**src/shared/llc_pkg.sv**
```systemverilog
// Constants, register map and field layout of the link control block.
package llc_pkg;
    localparam logic [7:0]  ADR_LINK_CONTROL = 8'h08;
    localparam logic [7:0]  ADR_ISO_CHANNELS = 8'h40;
    localparam logic [7:0]  ADR_CYCLE_TIMER  = 8'h44;
    localparam logic [7:0]  ADR_BUS_NUMBER   = 8'h48;
    localparam logic [31:0] CTRL_RESET       = 32'h0200_0000;
    localparam logic [31:0] CTRL_WMASK       = 32'h1BF0_8C00;
    localparam int BIT_TX_RESET   = 10;
    localparam int BIT_RX_RESET   = 11;
    localparam int BIT_BUSN_CLR   = 15;
    localparam int BIT_RETRY_LO   = 16;
    localparam int BIT_CYC_MASTER = 20;
    localparam int BIT_CYC_SRC    = 21;
    localparam int BIT_CYC_RUN    = 22;
    localparam int BIT_MARK_INS   = 23;
    localparam int BIT_PORT1_EN   = 24;
    localparam int BIT_PORT2_EN   = 25;
    localparam int BIT_CM_CAPABLE = 27;
    localparam int BIT_CM_AUTO    = 28;
    localparam int CHAN_W         = 6;
    localparam int PORT2_LSB      = 8;
    localparam int BUSN_W         = 10;
    localparam logic [9:0]  BUSN_CLEARED  = 10'h3FF;
    localparam int OFFSET_W       = 12;
    localparam int COUNT_W        = 13;
    localparam int OFFSET_WRAP    = 3072;
    localparam int COUNT_WRAP     = 8000;
    localparam logic [15:0] MARK_TAG      = 16'hC0DE;
    typedef enum logic [1:0] {
        RETRY_NEW = 2'b00,
        RETRY_X   = 2'b01,
        RETRY_A   = 2'b10,
        RETRY_B   = 2'b11
    } llc_retry_t;
endpackage

```
**src/hdl/llc_pair_buf.sv**
```systemverilog
// Two-entry buffer whose outputs all come straight from flip-flops.
`timescale 1ns/10ps
`default_nettype none
module llc_pair_buf #(
    parameter int W = 32
) (
    // Clock and reset.
    input  wire logic         clk,
    input  wire logic         srst,
    input  wire logic         flush,
    // Filling side.
    input  wire logic         in_valid,
    output logic              in_ready,
    input  wire logic [W-1:0] in_data,
    // Draining side.
    output logic              out_valid,
    input  wire logic         out_ready,
    output logic [W-1:0]      out_data
);
    typedef struct packed {
        logic [1:0]        v;
        logic [1:0][W-1:0] mem;
    } llc_buf_t;

    llc_buf_t s_r;
    llc_buf_t s_nxt;
    logic     pop;
    logic     push;

    // Entry 0 is always the head; a pop shifts entry 1 down.
    always_comb begin
        s_nxt = s_r;
        pop   = s_r.v[0] & out_ready;
        push  = in_valid & ~s_r.v[1];
        if (pop) begin
            s_nxt.mem[0] = s_r.mem[1];
            s_nxt.v      = {1'b0, s_r.v[1]};
        end
        if (push) begin
            if (!s_nxt.v[0]) begin
                s_nxt.mem[0] = in_data;
                s_nxt.v[0]   = 1'b1;
            end else begin
                s_nxt.mem[1] = in_data;
                s_nxt.v[1]   = 1'b1;
            end
        end
        if (flush) begin
            s_nxt.v = 2'b00;
        end
    end

    // State register.
    always_ff @(posedge clk) begin
        if (srst) begin
            s_r <= '0;
        end else begin
            s_r <= s_nxt;
        end
    end

    assign in_ready  = ~s_r.v[1];
    assign out_valid = s_r.v[0];
    assign out_data  = s_r.mem[0];
endmodule
`default_nettype wire

```
**src/hdl/llc_cycle_timer.sv**
```systemverilog
// Cycle timer with offset and count fields and a selectable cycle source.
`timescale 1ns/10ps
`default_nettype none
module llc_cycle_timer
    import llc_pkg::*;
#(
    parameter int OFS_WRAP = OFFSET_WRAP,
    parameter int CNT_WRAP = COUNT_WRAP
) (
    // Clock and reset.
    input  wire logic                clk,
    input  wire logic                srst,
    // Control.
    input  wire logic                run,
    input  wire logic                src_ext,
    input  wire logic                ext_edge,
    // Timer state.
    output logic [OFFSET_W-1:0]      offset,
    output logic [COUNT_W-1:0]       count,
    output logic                     count_inc
);
    typedef struct packed {
        logic [OFFSET_W-1:0] ofs;
        logic [COUNT_W-1:0]  cnt;
        logic                inc;
    } llc_tmr_t;

    localparam logic [OFFSET_W-1:0] OFS_LAST = OFFSET_W'(OFS_WRAP - 1);
    localparam logic [COUNT_W-1:0]  CNT_LAST = COUNT_W'(CNT_WRAP - 1);

    llc_tmr_t s_r;
    llc_tmr_t s_nxt;
    logic     bump;

    // Offset runs while enabled; the count follows the chosen source.
    always_comb begin
        s_nxt     = s_r;
        s_nxt.inc = 1'b0;
        bump      = 1'b0;
        if (run) begin
            s_nxt.ofs = (s_r.ofs == OFS_LAST) ? '0 : s_r.ofs + 1'b1;
            if (!src_ext && s_r.ofs == OFS_LAST) begin
                bump = 1'b1;
            end
        end
        if (src_ext && ext_edge) begin
            s_nxt.ofs = '0;
            bump      = 1'b1;
        end
        if (bump) begin
            s_nxt.cnt = (s_r.cnt == CNT_LAST) ? '0 : s_r.cnt + 1'b1;
            s_nxt.inc = 1'b1;
        end
    end

    // State register.
    always_ff @(posedge clk) begin
        if (srst) begin
            s_r <= '0;
        end else begin
            s_r <= s_nxt;
        end
    end

    assign offset    = s_r.ofs;
    assign count     = s_r.cnt;
    assign count_inc = s_r.inc;
endmodule
`default_nettype wire

```
**src/hdl/llc_link_control.sv**
```systemverilog
// Link control register bank with Wishbone slave, cycle timer control and
// isochronous port matching.
`timescale 1ns/10ps
`default_nettype none
module llc_link_control
    import llc_pkg::*;
#(
    parameter int MARK_W = 32
) (
    // Clock and reset.
    input  wire logic              CLK_SYS,
    input  wire logic              SRST,
    // Wishbone classic slave.
    input  wire logic              WB_CYC_I,
    input  wire logic              WB_STB_I,
    input  wire logic              WB_WE_I,
    input  wire logic [7:0]        WB_ADR_I,
    input  wire logic [3:0]        WB_SEL_I,
    input  wire logic [31:0]       WB_DAT_I,
    output logic [31:0]            WB_DAT_O,
    output logic                   WB_ACK_O,
    // Physical layer and bus events.
    input  wire logic              PHY_IS_ROOT,
    input  wire logic              LOCAL_BUS_RESET,
    input  wire logic              EXTERNAL_CYCLE_PULSE,
    // Transmitter side.
    input  wire logic              ACK_VALID,
    input  wire logic [1:0]        ACK_RETRY_CODE,
    input  wire logic [1:0]        TX_RETRY_FIELD,
    output logic [1:0]             TX_RETRY_MERGED,
    output logic                   TX_RESET,
    output logic                   CYCLE_START_REQ,
    output logic                   CYCLE_MASTER_ACTIVE,
    // Receiver side.
    output logic                   RX_RESET,
    input  wire logic              ISO_HDR_VALID,
    input  wire logic [CHAN_W-1:0] ISO_CHANNEL,
    output logic                   ISO_ACCEPT,
    input  wire logic              ISO_CYCLE_END,
    // Cycle marks toward the general receive FIFO.
    output logic                   MARK_VALID,
    input  wire logic              MARK_READY,
    output logic [MARK_W-1:0]      MARK_DATA
);
    typedef struct packed {
        logic                ack;
        logic [31:0]         dat;
        logic [31:0]         ctrl;
        logic [1:0]          last_retry;
        logic [CHAN_W-1:0]   port1_chan;
        logic [CHAN_W-1:0]   port2_chan;
        logic [BUSN_W-1:0]   bus_number;
        logic [1:0]          retry_merged;
        logic                tx_rst;
        logic                rx_rst;
        logic                accept;
        logic                cyc_start;
        logic                master_act;
        logic                sync1;
        logic                sync2;
        logic                sync3;
        logic                mark_pend;
        logic [MARK_W-1:0]   mark_word;
    } llc_state_t;

    llc_state_t          s_r;
    llc_state_t          s_nxt;
    logic [OFFSET_W-1:0] tmr_offset;
    logic [COUNT_W-1:0]  tmr_count;
    logic                tmr_inc;
    logic                ext_edge;
    logic                buf_in_ready;
    logic                bus_req;
    logic                wr_req;
    logic [31:0]         wmask;
    logic [31:0]         rdata;

    // Byte-lane mask built from the Wishbone select lines.
    function automatic logic [31:0] lane_mask(input logic [3:0] sel);
        lane_mask = {{8{sel[3]}}, {8{sel[2]}}, {8{sel[1]}}, {8{sel[0]}}};
    endfunction

    // Channel match for one isochronous receive port.
    function automatic logic port_hit(input logic en,
                                      input logic [CHAN_W-1:0] prog,
                                      input logic [CHAN_W-1:0] chan);
        port_hit = en & (prog == chan);
    endfunction

    // Rising edge of the synchronised external cycle pulse.
    assign ext_edge = s_r.sync2 & ~s_r.sync3;

    llc_cycle_timer #(
        .OFS_WRAP (OFFSET_WRAP),
        .CNT_WRAP (COUNT_WRAP)
    ) u_timer (
        .clk       (CLK_SYS),
        .srst      (SRST),
        .run       (s_r.ctrl[BIT_CYC_RUN]),
        .src_ext   (s_r.ctrl[BIT_CYC_SRC]),
        .ext_edge  (ext_edge),
        .offset    (tmr_offset),
        .count     (tmr_count),
        .count_inc (tmr_inc)
    );

    llc_pair_buf #(
        .W (MARK_W)
    ) u_mark_buf (
        .clk       (CLK_SYS),
        .srst      (SRST),
        .flush     (s_r.rx_rst),
        .in_valid  (s_r.mark_pend),
        .in_ready  (buf_in_ready),
        .in_data   (s_r.mark_word),
        .out_valid (MARK_VALID),
        .out_ready (MARK_READY),
        .out_data  (MARK_DATA)
    );

    // Read multiplexer; unmapped addresses and reserved bits read zero.
    always_comb begin
        rdata = '0;
        case (WB_ADR_I)
            ADR_LINK_CONTROL: begin
                rdata = s_r.ctrl & CTRL_WMASK;
                rdata[BIT_RETRY_LO +: 2] = s_r.last_retry;
            end
            ADR_ISO_CHANNELS: begin
                rdata[CHAN_W-1:0] = s_r.port1_chan;
                rdata[PORT2_LSB +: CHAN_W] = s_r.port2_chan;
            end
            ADR_CYCLE_TIMER: begin
                rdata[OFFSET_W-1:0] = tmr_offset;
                rdata[OFFSET_W +: COUNT_W] = tmr_count;
            end
            ADR_BUS_NUMBER: begin
                rdata[BUSN_W-1:0] = s_r.bus_number;
            end
            default: begin
                rdata = '0;
            end
        endcase
    end

    // Next-state logic for the bus slave and all control behaviour.
    always_comb begin
        s_nxt   = s_r;
        bus_req = WB_CYC_I & WB_STB_I & ~s_r.ack;
        wr_req  = bus_req & WB_WE_I;
        wmask   = lane_mask(WB_SEL_I);

        // One-wait-state answer: ack one cycle after the request is seen.
        s_nxt.ack = bus_req;
        s_nxt.dat = bus_req ? rdata : '0;

        // Self-clearing reset bits last exactly one cycle.
        s_nxt.ctrl[BIT_TX_RESET] = 1'b0;
        s_nxt.ctrl[BIT_RX_RESET] = 1'b0;

        // Register writes; only implemented bits are stored.
        if (wr_req) begin
            case (WB_ADR_I)
                ADR_LINK_CONTROL: begin
                    s_nxt.ctrl = ((s_r.ctrl & ~wmask) | (WB_DAT_I & wmask))
                                 & CTRL_WMASK;
                end
                ADR_ISO_CHANNELS: begin
                    if (WB_SEL_I[0]) begin
                        s_nxt.port1_chan = WB_DAT_I[CHAN_W-1:0];
                    end
                    if (WB_SEL_I[1]) begin
                        s_nxt.port2_chan = WB_DAT_I[PORT2_LSB +: CHAN_W];
                    end
                end
                ADR_BUS_NUMBER: begin
                    s_nxt.bus_number = ((s_r.bus_number & ~wmask[BUSN_W-1:0])
                                       | (WB_DAT_I[BUSN_W-1:0] & wmask[BUSN_W-1:0]));
                end
                default: begin
                    s_nxt.dat = s_nxt.dat;
                end
            endcase
        end

        // Reset pulses driven from the stored bits.
        s_nxt.tx_rst = s_nxt.ctrl[BIT_TX_RESET];
        s_nxt.rx_rst = s_nxt.ctrl[BIT_RX_RESET];

        // Bus reset events; hardware load wins over a software write.
        if (LOCAL_BUS_RESET) begin
            if (s_r.ctrl[BIT_BUSN_CLR]) begin
                s_nxt.bus_number = BUSN_CLEARED;
            end
            if (s_r.ctrl[BIT_CM_AUTO] && s_r.ctrl[BIT_CM_CAPABLE] && PHY_IS_ROOT) begin
                s_nxt.ctrl[BIT_CYC_MASTER] = 1'b1;
            end
        end

        // Capture the retry code of each acknowledge and merge it on resend.
        if (ACK_VALID) begin
            s_nxt.last_retry = ACK_RETRY_CODE;
        end
        s_nxt.retry_merged = TX_RETRY_FIELD | s_r.last_retry;

        // Cycle master and cycle-start requests.
        s_nxt.master_act = s_r.ctrl[BIT_CYC_MASTER] & PHY_IS_ROOT;
        s_nxt.cyc_start  = tmr_inc & s_r.master_act;

        // External cycle pulse synchroniser and edge history.
        s_nxt.sync1 = EXTERNAL_CYCLE_PULSE;
        s_nxt.sync2 = s_r.sync1;
        s_nxt.sync3 = s_r.sync2;

        // Isochronous channel match on either receive port.
        s_nxt.accept = ISO_HDR_VALID &
            (port_hit(s_r.ctrl[BIT_PORT1_EN], s_r.port1_chan, ISO_CHANNEL) |
             port_hit(s_r.ctrl[BIT_PORT2_EN], s_r.port2_chan, ISO_CHANNEL));

        // Cycle mark waits in a pending slot until the buffer takes it.
        if (s_r.mark_pend && buf_in_ready) begin
            s_nxt.mark_pend = 1'b0;
        end
        if (ISO_CYCLE_END && s_r.ctrl[BIT_MARK_INS]) begin
            s_nxt.mark_pend = 1'b1;
            s_nxt.mark_word = MARK_W'({MARK_TAG, 3'b000, tmr_count});
        end

        // Transmitter reset clears transmit-side state.
        if (s_r.tx_rst) begin
            s_nxt.last_retry   = RETRY_NEW;
            s_nxt.retry_merged = '0;
            s_nxt.cyc_start    = 1'b0;
        end

        // Receiver reset drops accepted headers and pending marks.
        if (s_r.rx_rst) begin
            s_nxt.accept    = 1'b0;
            s_nxt.mark_pend = 1'b0;
        end
    end

    // State register.
    always_ff @(posedge CLK_SYS) begin
        if (SRST) begin
            s_r      <= '0;
            s_r.ctrl <= CTRL_RESET;
        end else begin
            s_r <= s_nxt;
        end
    end

    // Outputs straight from state flip-flops.
    assign WB_ACK_O            = s_r.ack;
    assign WB_DAT_O            = s_r.dat;
    assign TX_RETRY_MERGED     = s_r.retry_merged;
    assign TX_RESET            = s_r.tx_rst;
    assign RX_RESET            = s_r.rx_rst;
    assign CYCLE_START_REQ     = s_r.cyc_start;
    assign CYCLE_MASTER_ACTIVE = s_r.master_act;
    assign ISO_ACCEPT          = s_r.accept;
endmodule
`default_nettype wire

```
**config.mk**
```make
export PLATFORM = sky130hd
export DESIGN_NAME = llc_link_control
export DESIGN_NICKNAME = d
export VERILOG_FILES = /design/src/shared/llc_pkg.sv /design/src/hdl/llc_pair_buf.sv /design/src/hdl/llc_cycle_timer.sv /design/src/hdl/llc_link_control.sv
export SDC_FILE = /design/constraint.sdc
export NUM_CORES = 1
export LEC_CHECK = 0
export ABC_AREA = 1
export BUFFER_PORTS_ARGS = -buffer_cell sky130_fd_sc_hd__buf_2
export CORE_MARGIN = 4
export CORE_UTILIZATION = 35
export CTS_CLUSTER_SIZE = 12
export DETAILED_ROUTE_END_ITERATION = 7
export GPL_TIMING_DRIVEN = 0
export PLACE_DENSITY = 0.54
export SLEW_MARGIN = 20
export SYNTH_ARGS = -nofsm -noshare
export SYNTH_HDL_FRONTEND = slang
export SYNTH_HIERARCHICAL = 1
export SYNTH_SLANG_ARGS = --single-unit
```
**constraint.sdc**
```tcl
create_clock -name CLK_SYS -period 2.04 [get_ports CLK_SYS]
set_input_delay 0.102 -clock CLK_SYS [delete_from_list [all_inputs] [get_ports CLK_SYS]]
set_output_delay 0.102 -clock CLK_SYS [all_outputs]
set_load 0.02 [all_outputs]
```
# ---- Word-level counts from Yosys, hierarchy flattened
# Index checks and enable logic that the tools add are counted.
dict set report classes {
  addsub 2
  n_eq_ne 8
  n_mux 29
  bitwise_logic 24
  reduce_logical 15
}
# operator n
set ops {}
lappend ops {{32-bit 2-to-1 mux} 3}
lappend ops {{66-bit 2-to-1 mux} 1}
lappend ops {{29-bit AND} 2}
lappend ops {{21-bit 2-to-1 mux} 2}
lappend ops {{10-bit 2-to-1 mux} 4}
lappend ops {{33-bit 2-to-1 mux} 1}
lappend ops {{29-bit 2-to-1 mux} 1}
lappend ops {{29-bit inverter} 1}
lappend ops {{29-bit OR} 1}
lappend ops {{8-bit by 7-bit equality test with 1-bit output (second input constant)} 3}
lappend ops {{11-bit case mux with 2 select lines} 1}
lappend ops {{10-bit AND} 2}
lappend ops {{6-bit case mux with 3 select lines} 1}
lappend ops {{13-bit by 1-bit adder with 13-bit output (second input constant)} 1}
lappend ops {{13-bit equality test (second input constant)} 1}
lappend ops {{13-bit 2-to-1 mux} 1}
lappend ops {{12-bit by 1-bit adder with 12-bit output (second input constant)} 1}
lappend ops {{12-bit equality test (second input constant)} 1}
lappend ops {{6-bit equality test} 2}
lappend ops {{12-bit 2-to-1 mux} 1}
lappend ops {{4-bit case mux with 3 select lines} 1}
lappend ops {{1-bit AND} 11}
lappend ops {{10-bit inverter} 1}
lappend ops {{10-bit OR} 1}
lappend ops {{other kinds (15)} 33}
dict set report totals {
  regBits 167
  inputBits 66
  output_inout_bits 73
}

# ---- Logic depth before layout (Yosys ltp)
dict set report logic_depth {
  word_depth 7
  ltp_mapped 10
  mapped_depth_nobuf 9
}

# ---- By module
# The synthesis kept the hierarchy.
# mod n_inst cells_each area_per_inst_um2
set by_module_without_submodules {}
lappend by_module_without_submodules {llc_link_control 1 532 3856.2}
lappend by_module_without_submodules {llc_pair_buf 1 544 3469.6}
lappend by_module_without_submodules {llc_cycle_timer 1 244 1621.6}

# ---- Worst setup path before layout
# No wires, ideal clock.
dict set report synth_path {
  path_type {register -> register}
  startpoint {register u_timer.s_r, in the netlist u_timer/offset[0]}
  endpoint {register u_timer.s_r, in the netlist u_timer/count[10]}
  t_arrival_ns 1.272
  t_required_ns 1.929
  path_slack_ns 0.657
  path_stages_with_launch 10
  n_path_buf 1
  cell_sequence {dfxtp_1 -> ha_1 -> nand3_2 -> nor2_2 -> nand3_4 -> nand2_4 -> buf_12 -> nand2_1 -> inv_1 -> nor2_1}
}
dict set report synth_between {
  elab_chain_len 5
}
# item line_no
set synth_rtl {}
lappend synth_rtl {{start, declared} llc_cycle_timer.sv:31} ;# llc_tmr_t s_r;
lappend synth_rtl {{start signal, assigned} llc_cycle_timer.sv:61} ;# s_r <= s_nxt;
lappend synth_rtl {{12-bit equality test} llc_cycle_timer.sv:42} ;# if (!src_ext && s_r.ofs == OFS_LAST) begin
lappend synth_rtl {{1-bit logical AND} llc_cycle_timer.sv:42}
lappend synth_rtl {{1-bit 2-to-1 mux} llc_cycle_timer.sv:42}
lappend synth_rtl {{1-bit 2-to-1 mux} llc_cycle_timer.sv:40} ;# if (run) begin
lappend synth_rtl {{1-bit 2-to-1 mux} llc_cycle_timer.sv:46} ;# if (src_ext && ext_edge) begin
# Every way passes these cells.
# A chain may end at the register's enable or synchronous reset.

==> flow_summary.ini <==
[status]
run_status = finished clean

[placement]
port_buffers = 124
finalWeightedCongestion = 0.881
post-dp-hpwl_um = 18200

[pwr]
powerDensity_nw_per_um2 = 651
power_frac_comb = 0.044
total_switching_power_w = 0.00177
share_clk_of_total_power = 0.468
power.switching_fraction = 0.247
static-leakage-power_nw = 5.54
cell_internal_pwr_w = 0.00541
vdd_drop_max_v = 0.000425
seq_power_share = 0.488

[logic_synthesis]
seq_total_area_yosys = 0.401
number_of_enable_flip_flop_cells_after_synthesis = 0
syn-cell-area_um2 = 8950
synth-warning-count = 6
synthesis.instances = 1320
post-synth-top-area-fraction = 0.401
synthesis_stage_register_bit_count = 179
synth_ff_type = sky130_fd_sc_hd__dfxtp_1
yosys.cell_types.count = 39
synthArstFlopShare = 0
synth_top_cells_by_area = sky130_fd_sc_hd__dfxtp_1 (40%), sky130_fd_sc_hd__nand2_1 (15%), sky130_fd_sc_hd__nor2_1 (8.9%)
synth_area_leader_cell = sky130_fd_sc_hd__dfxtp_1
syn_area_per_cell_um2 = 6.78

[timing]
timing.final.setup_violations = 0
tns_ns = 0
slew_headroom = 0.516
finalHoldViolations = 0
max_freq_mhz = 563
final.setup_skew_ns = 0.0156
finalCritPeriodShare = 0.871
rsz0062_at_grt = false
timing.final.crit_period_ns = 1.78
worst_pin_slew_ns = 0.726
slew_violations = 0

[worst_setup_path]
critical_path_arrival_ns = 2.13
crit_type = register to register
max_stage_delay_ns = 0.58
r2r_setup_slack_ns = 0.26
startpoint = WB_ACK_O
crit_path_end_kind = register
crit_slowest_cell = sky130_fd_sc_hd__dlygate4sd3_1
cp_max_fo = 7
worst-endpoint-required_ns = 2.40
r2r.worst_path.cells = 6
worst_reg2reg_startpoint = WB_ACK_O
startpoint_type = register
critical_path.cell_chain = inv_2, nand3_1, nor2_2, nand4_1, dlygate4sd3_1, a21oi_1

[clock_tree]
htree_levels = 4
cts_buffer_count = 17
post_cts.repair.setup_buffers = 0
clock_insertion_delay_worst_skew_ns = 0.43
number_of_clock_sinks_seen_by_cts = 179
clkSlewWorstSetupHoldPaths_ns = 0.08
clock_tree_from_tritoncts = built
cts_max_path_buffers = 2
cell_at_the_root_of_the_clock_tree = sky130_fd_sc_hd__clkbuf_16

[die]
die_area_um2 = 28200
placeableCoreArea_um2 = 25200
die_ht_um = 168
floorplan.rows = 58
starting_utilization_of_the_core_area = 0.355
die_x_um = 168
top_level_ports = 139

[drt]
vias_per_cell = 4.46
vias_after_detailed_routing = 8318
routed_wire_length_um = 24700
detailed_route_wire_length_per_cell_um = 13.2
postRouteAntennaNets = 0
initialDrtViolationCount = 493
remaining_drc_errors = 0
detail_route.first_pass.iterations = 5

[min_path]
holdPathEnd = s_r[49]
min-delay-path-class = primary input to register
min_delay_path_depth = 5
holdCritStartpoint = WB_DAT_I[6]

[final_layout]
postLayoutCoreUtil = 0.438
area_growth_pct = 23.4
drive_gt1_frac = 0.213
final_common_cell = sky130_fd_sc_hd__nand2_1
diodes = 0
mostFrequentLayoutCells = sky130_fd_sc_hd__nand2_1 (358), sky130_fd_sc_hd__nor2_1 (211), sky130_fd_sc_hd__dfxtp_1 (179), sky130_fd_sc_hd__buf_2 (143), sky130_fd_sc_hd__inv_1 (133)
fin_nets = 1592

[grt]
grt_antenna_before_repair = 0
grt_start_max_net_pins = 19
global_route_wire_length_before_repair_um = 40200
grtUsageTotal = 0.174
vias_in_the_first_global_route = 7720
globalRoute.totalOverflow = 0

[run]
timing.max_cap.violations = 0
per-stage QoR:
step / hold WS [ns] / worst slack [ns] / cell area, um2 / std cells / total power (W)
3_3_place_gp: 0.320 / 0.384 / 10100 / 1799 / 0.00385
3_5_place_dp: 0.327 / 0.364 / 10100 / 1799 / 0.00386
5_1_grt: 0.0449 / 0.150 / 11000 / 1867 / 0.00745
6_report: 0.00801 / 0.263 / 11000 / 1867 / 0.00718
4_1_cts: 0.000376 / 0.115 / 11000 / 1867 / 0.00727
2_1_floorplan: 0.179 / 0.657 / 9040 / 1345 / 0.00373
worst max-delay path: cells and delay by family, from the launching register on:
family                 cells  cell delay, ns
AOI/OAI and AO/OA          1            0.14
buffers and inverters      2            0.63
DFF                        1            0.33
and+or+nand+nor            3            0.60
flip-flops by register name (all words and copies together), names as in the netlist, 2 cells and up, named ones only:
name,count
s_nxt,2
u_mark_buf/out_data,32
WB_DAT_O,28
u_timer/offset,12
u_timer/count,13
u_mark_buf/s_r,33
s_r,41
TX_RETRY_MERGED,2
cell type report:
type	instances	area, um2
Clock inverter	14	161
Buffer	118	836
Multi-Input combinational cell	902	4080
Clock buffer	18	439
Tap cell	330	413
Timing Repair Buffer	160	981
Inverter	146	548
Sequential cell	179	3580
Fill cell	2687	14100
metal layers:
layer / routed length (um) / vias up / GRT usage
met4: 235 / 0 / 0.0406
li1: - / 4398 / -
met2: 11800 / 207 / 0.297
met5: 0 / - / 0
met1: 11600 / 3699 / 0.232
met3: 1180 / 14 / 0.0279
cells by family (layout without fill, tap and decap cells):
group,after synthesis,count (layout),share of synthesized area
buffers and inverters,264,456,0.155
and+or+nand+nor,761,761,0.372
AOI/OAI and AO/OA,107,107,0.0639
other,1,26,0.000419
DFF,179,179,0.401
adders and majority gates,2,2,0.00280
xor gates and xnor gates,6,6,0.00587
synth_stat cells, drive strengths merged (2+ instances only):
master and count:
ha 2, clkinv 3, buf 105, nand3b 19, xor2 5, nand3 103
or2 2, a21oi 69, nand2 380, dfxtp 179, inv 143, clkbuf 13
nand4 11, a22oi 2, o21ai 34, nor3 11, nor2 232
what timing repair did:
item                                    CTS  global route
hold endpoints to repair                 29             0
hold buffers                             36             0
endpoints found under the setup margin    0             2
resized for setup                         0             1
power by group through the flow:
stage / clock network [W] / logic [W] / registers, W
after floorplan: 0 / 0.000141 / 0.00358
after global placement: 0 / 0.000269 / 0.00358
after detailed placement: 0 / 0.000271 / 0.00358
after CTS: 0.00345 / 0.000317 / 0.00350
after global routing: 0.00359 / 0.000353 / 0.00350
final: 0.00336 / 0.000317 / 0.00350
worst max path at each step:
stage | end | cells after the start
finish | register | 6
global route | register | 6
global placement | WB_DAT_O[15] | 5
CTS | register | 6
detailed placement | WB_DAT_O[24] | 5
floorplan | u_timer/count[10] | 9
Power figures use the tool's default switching activity.
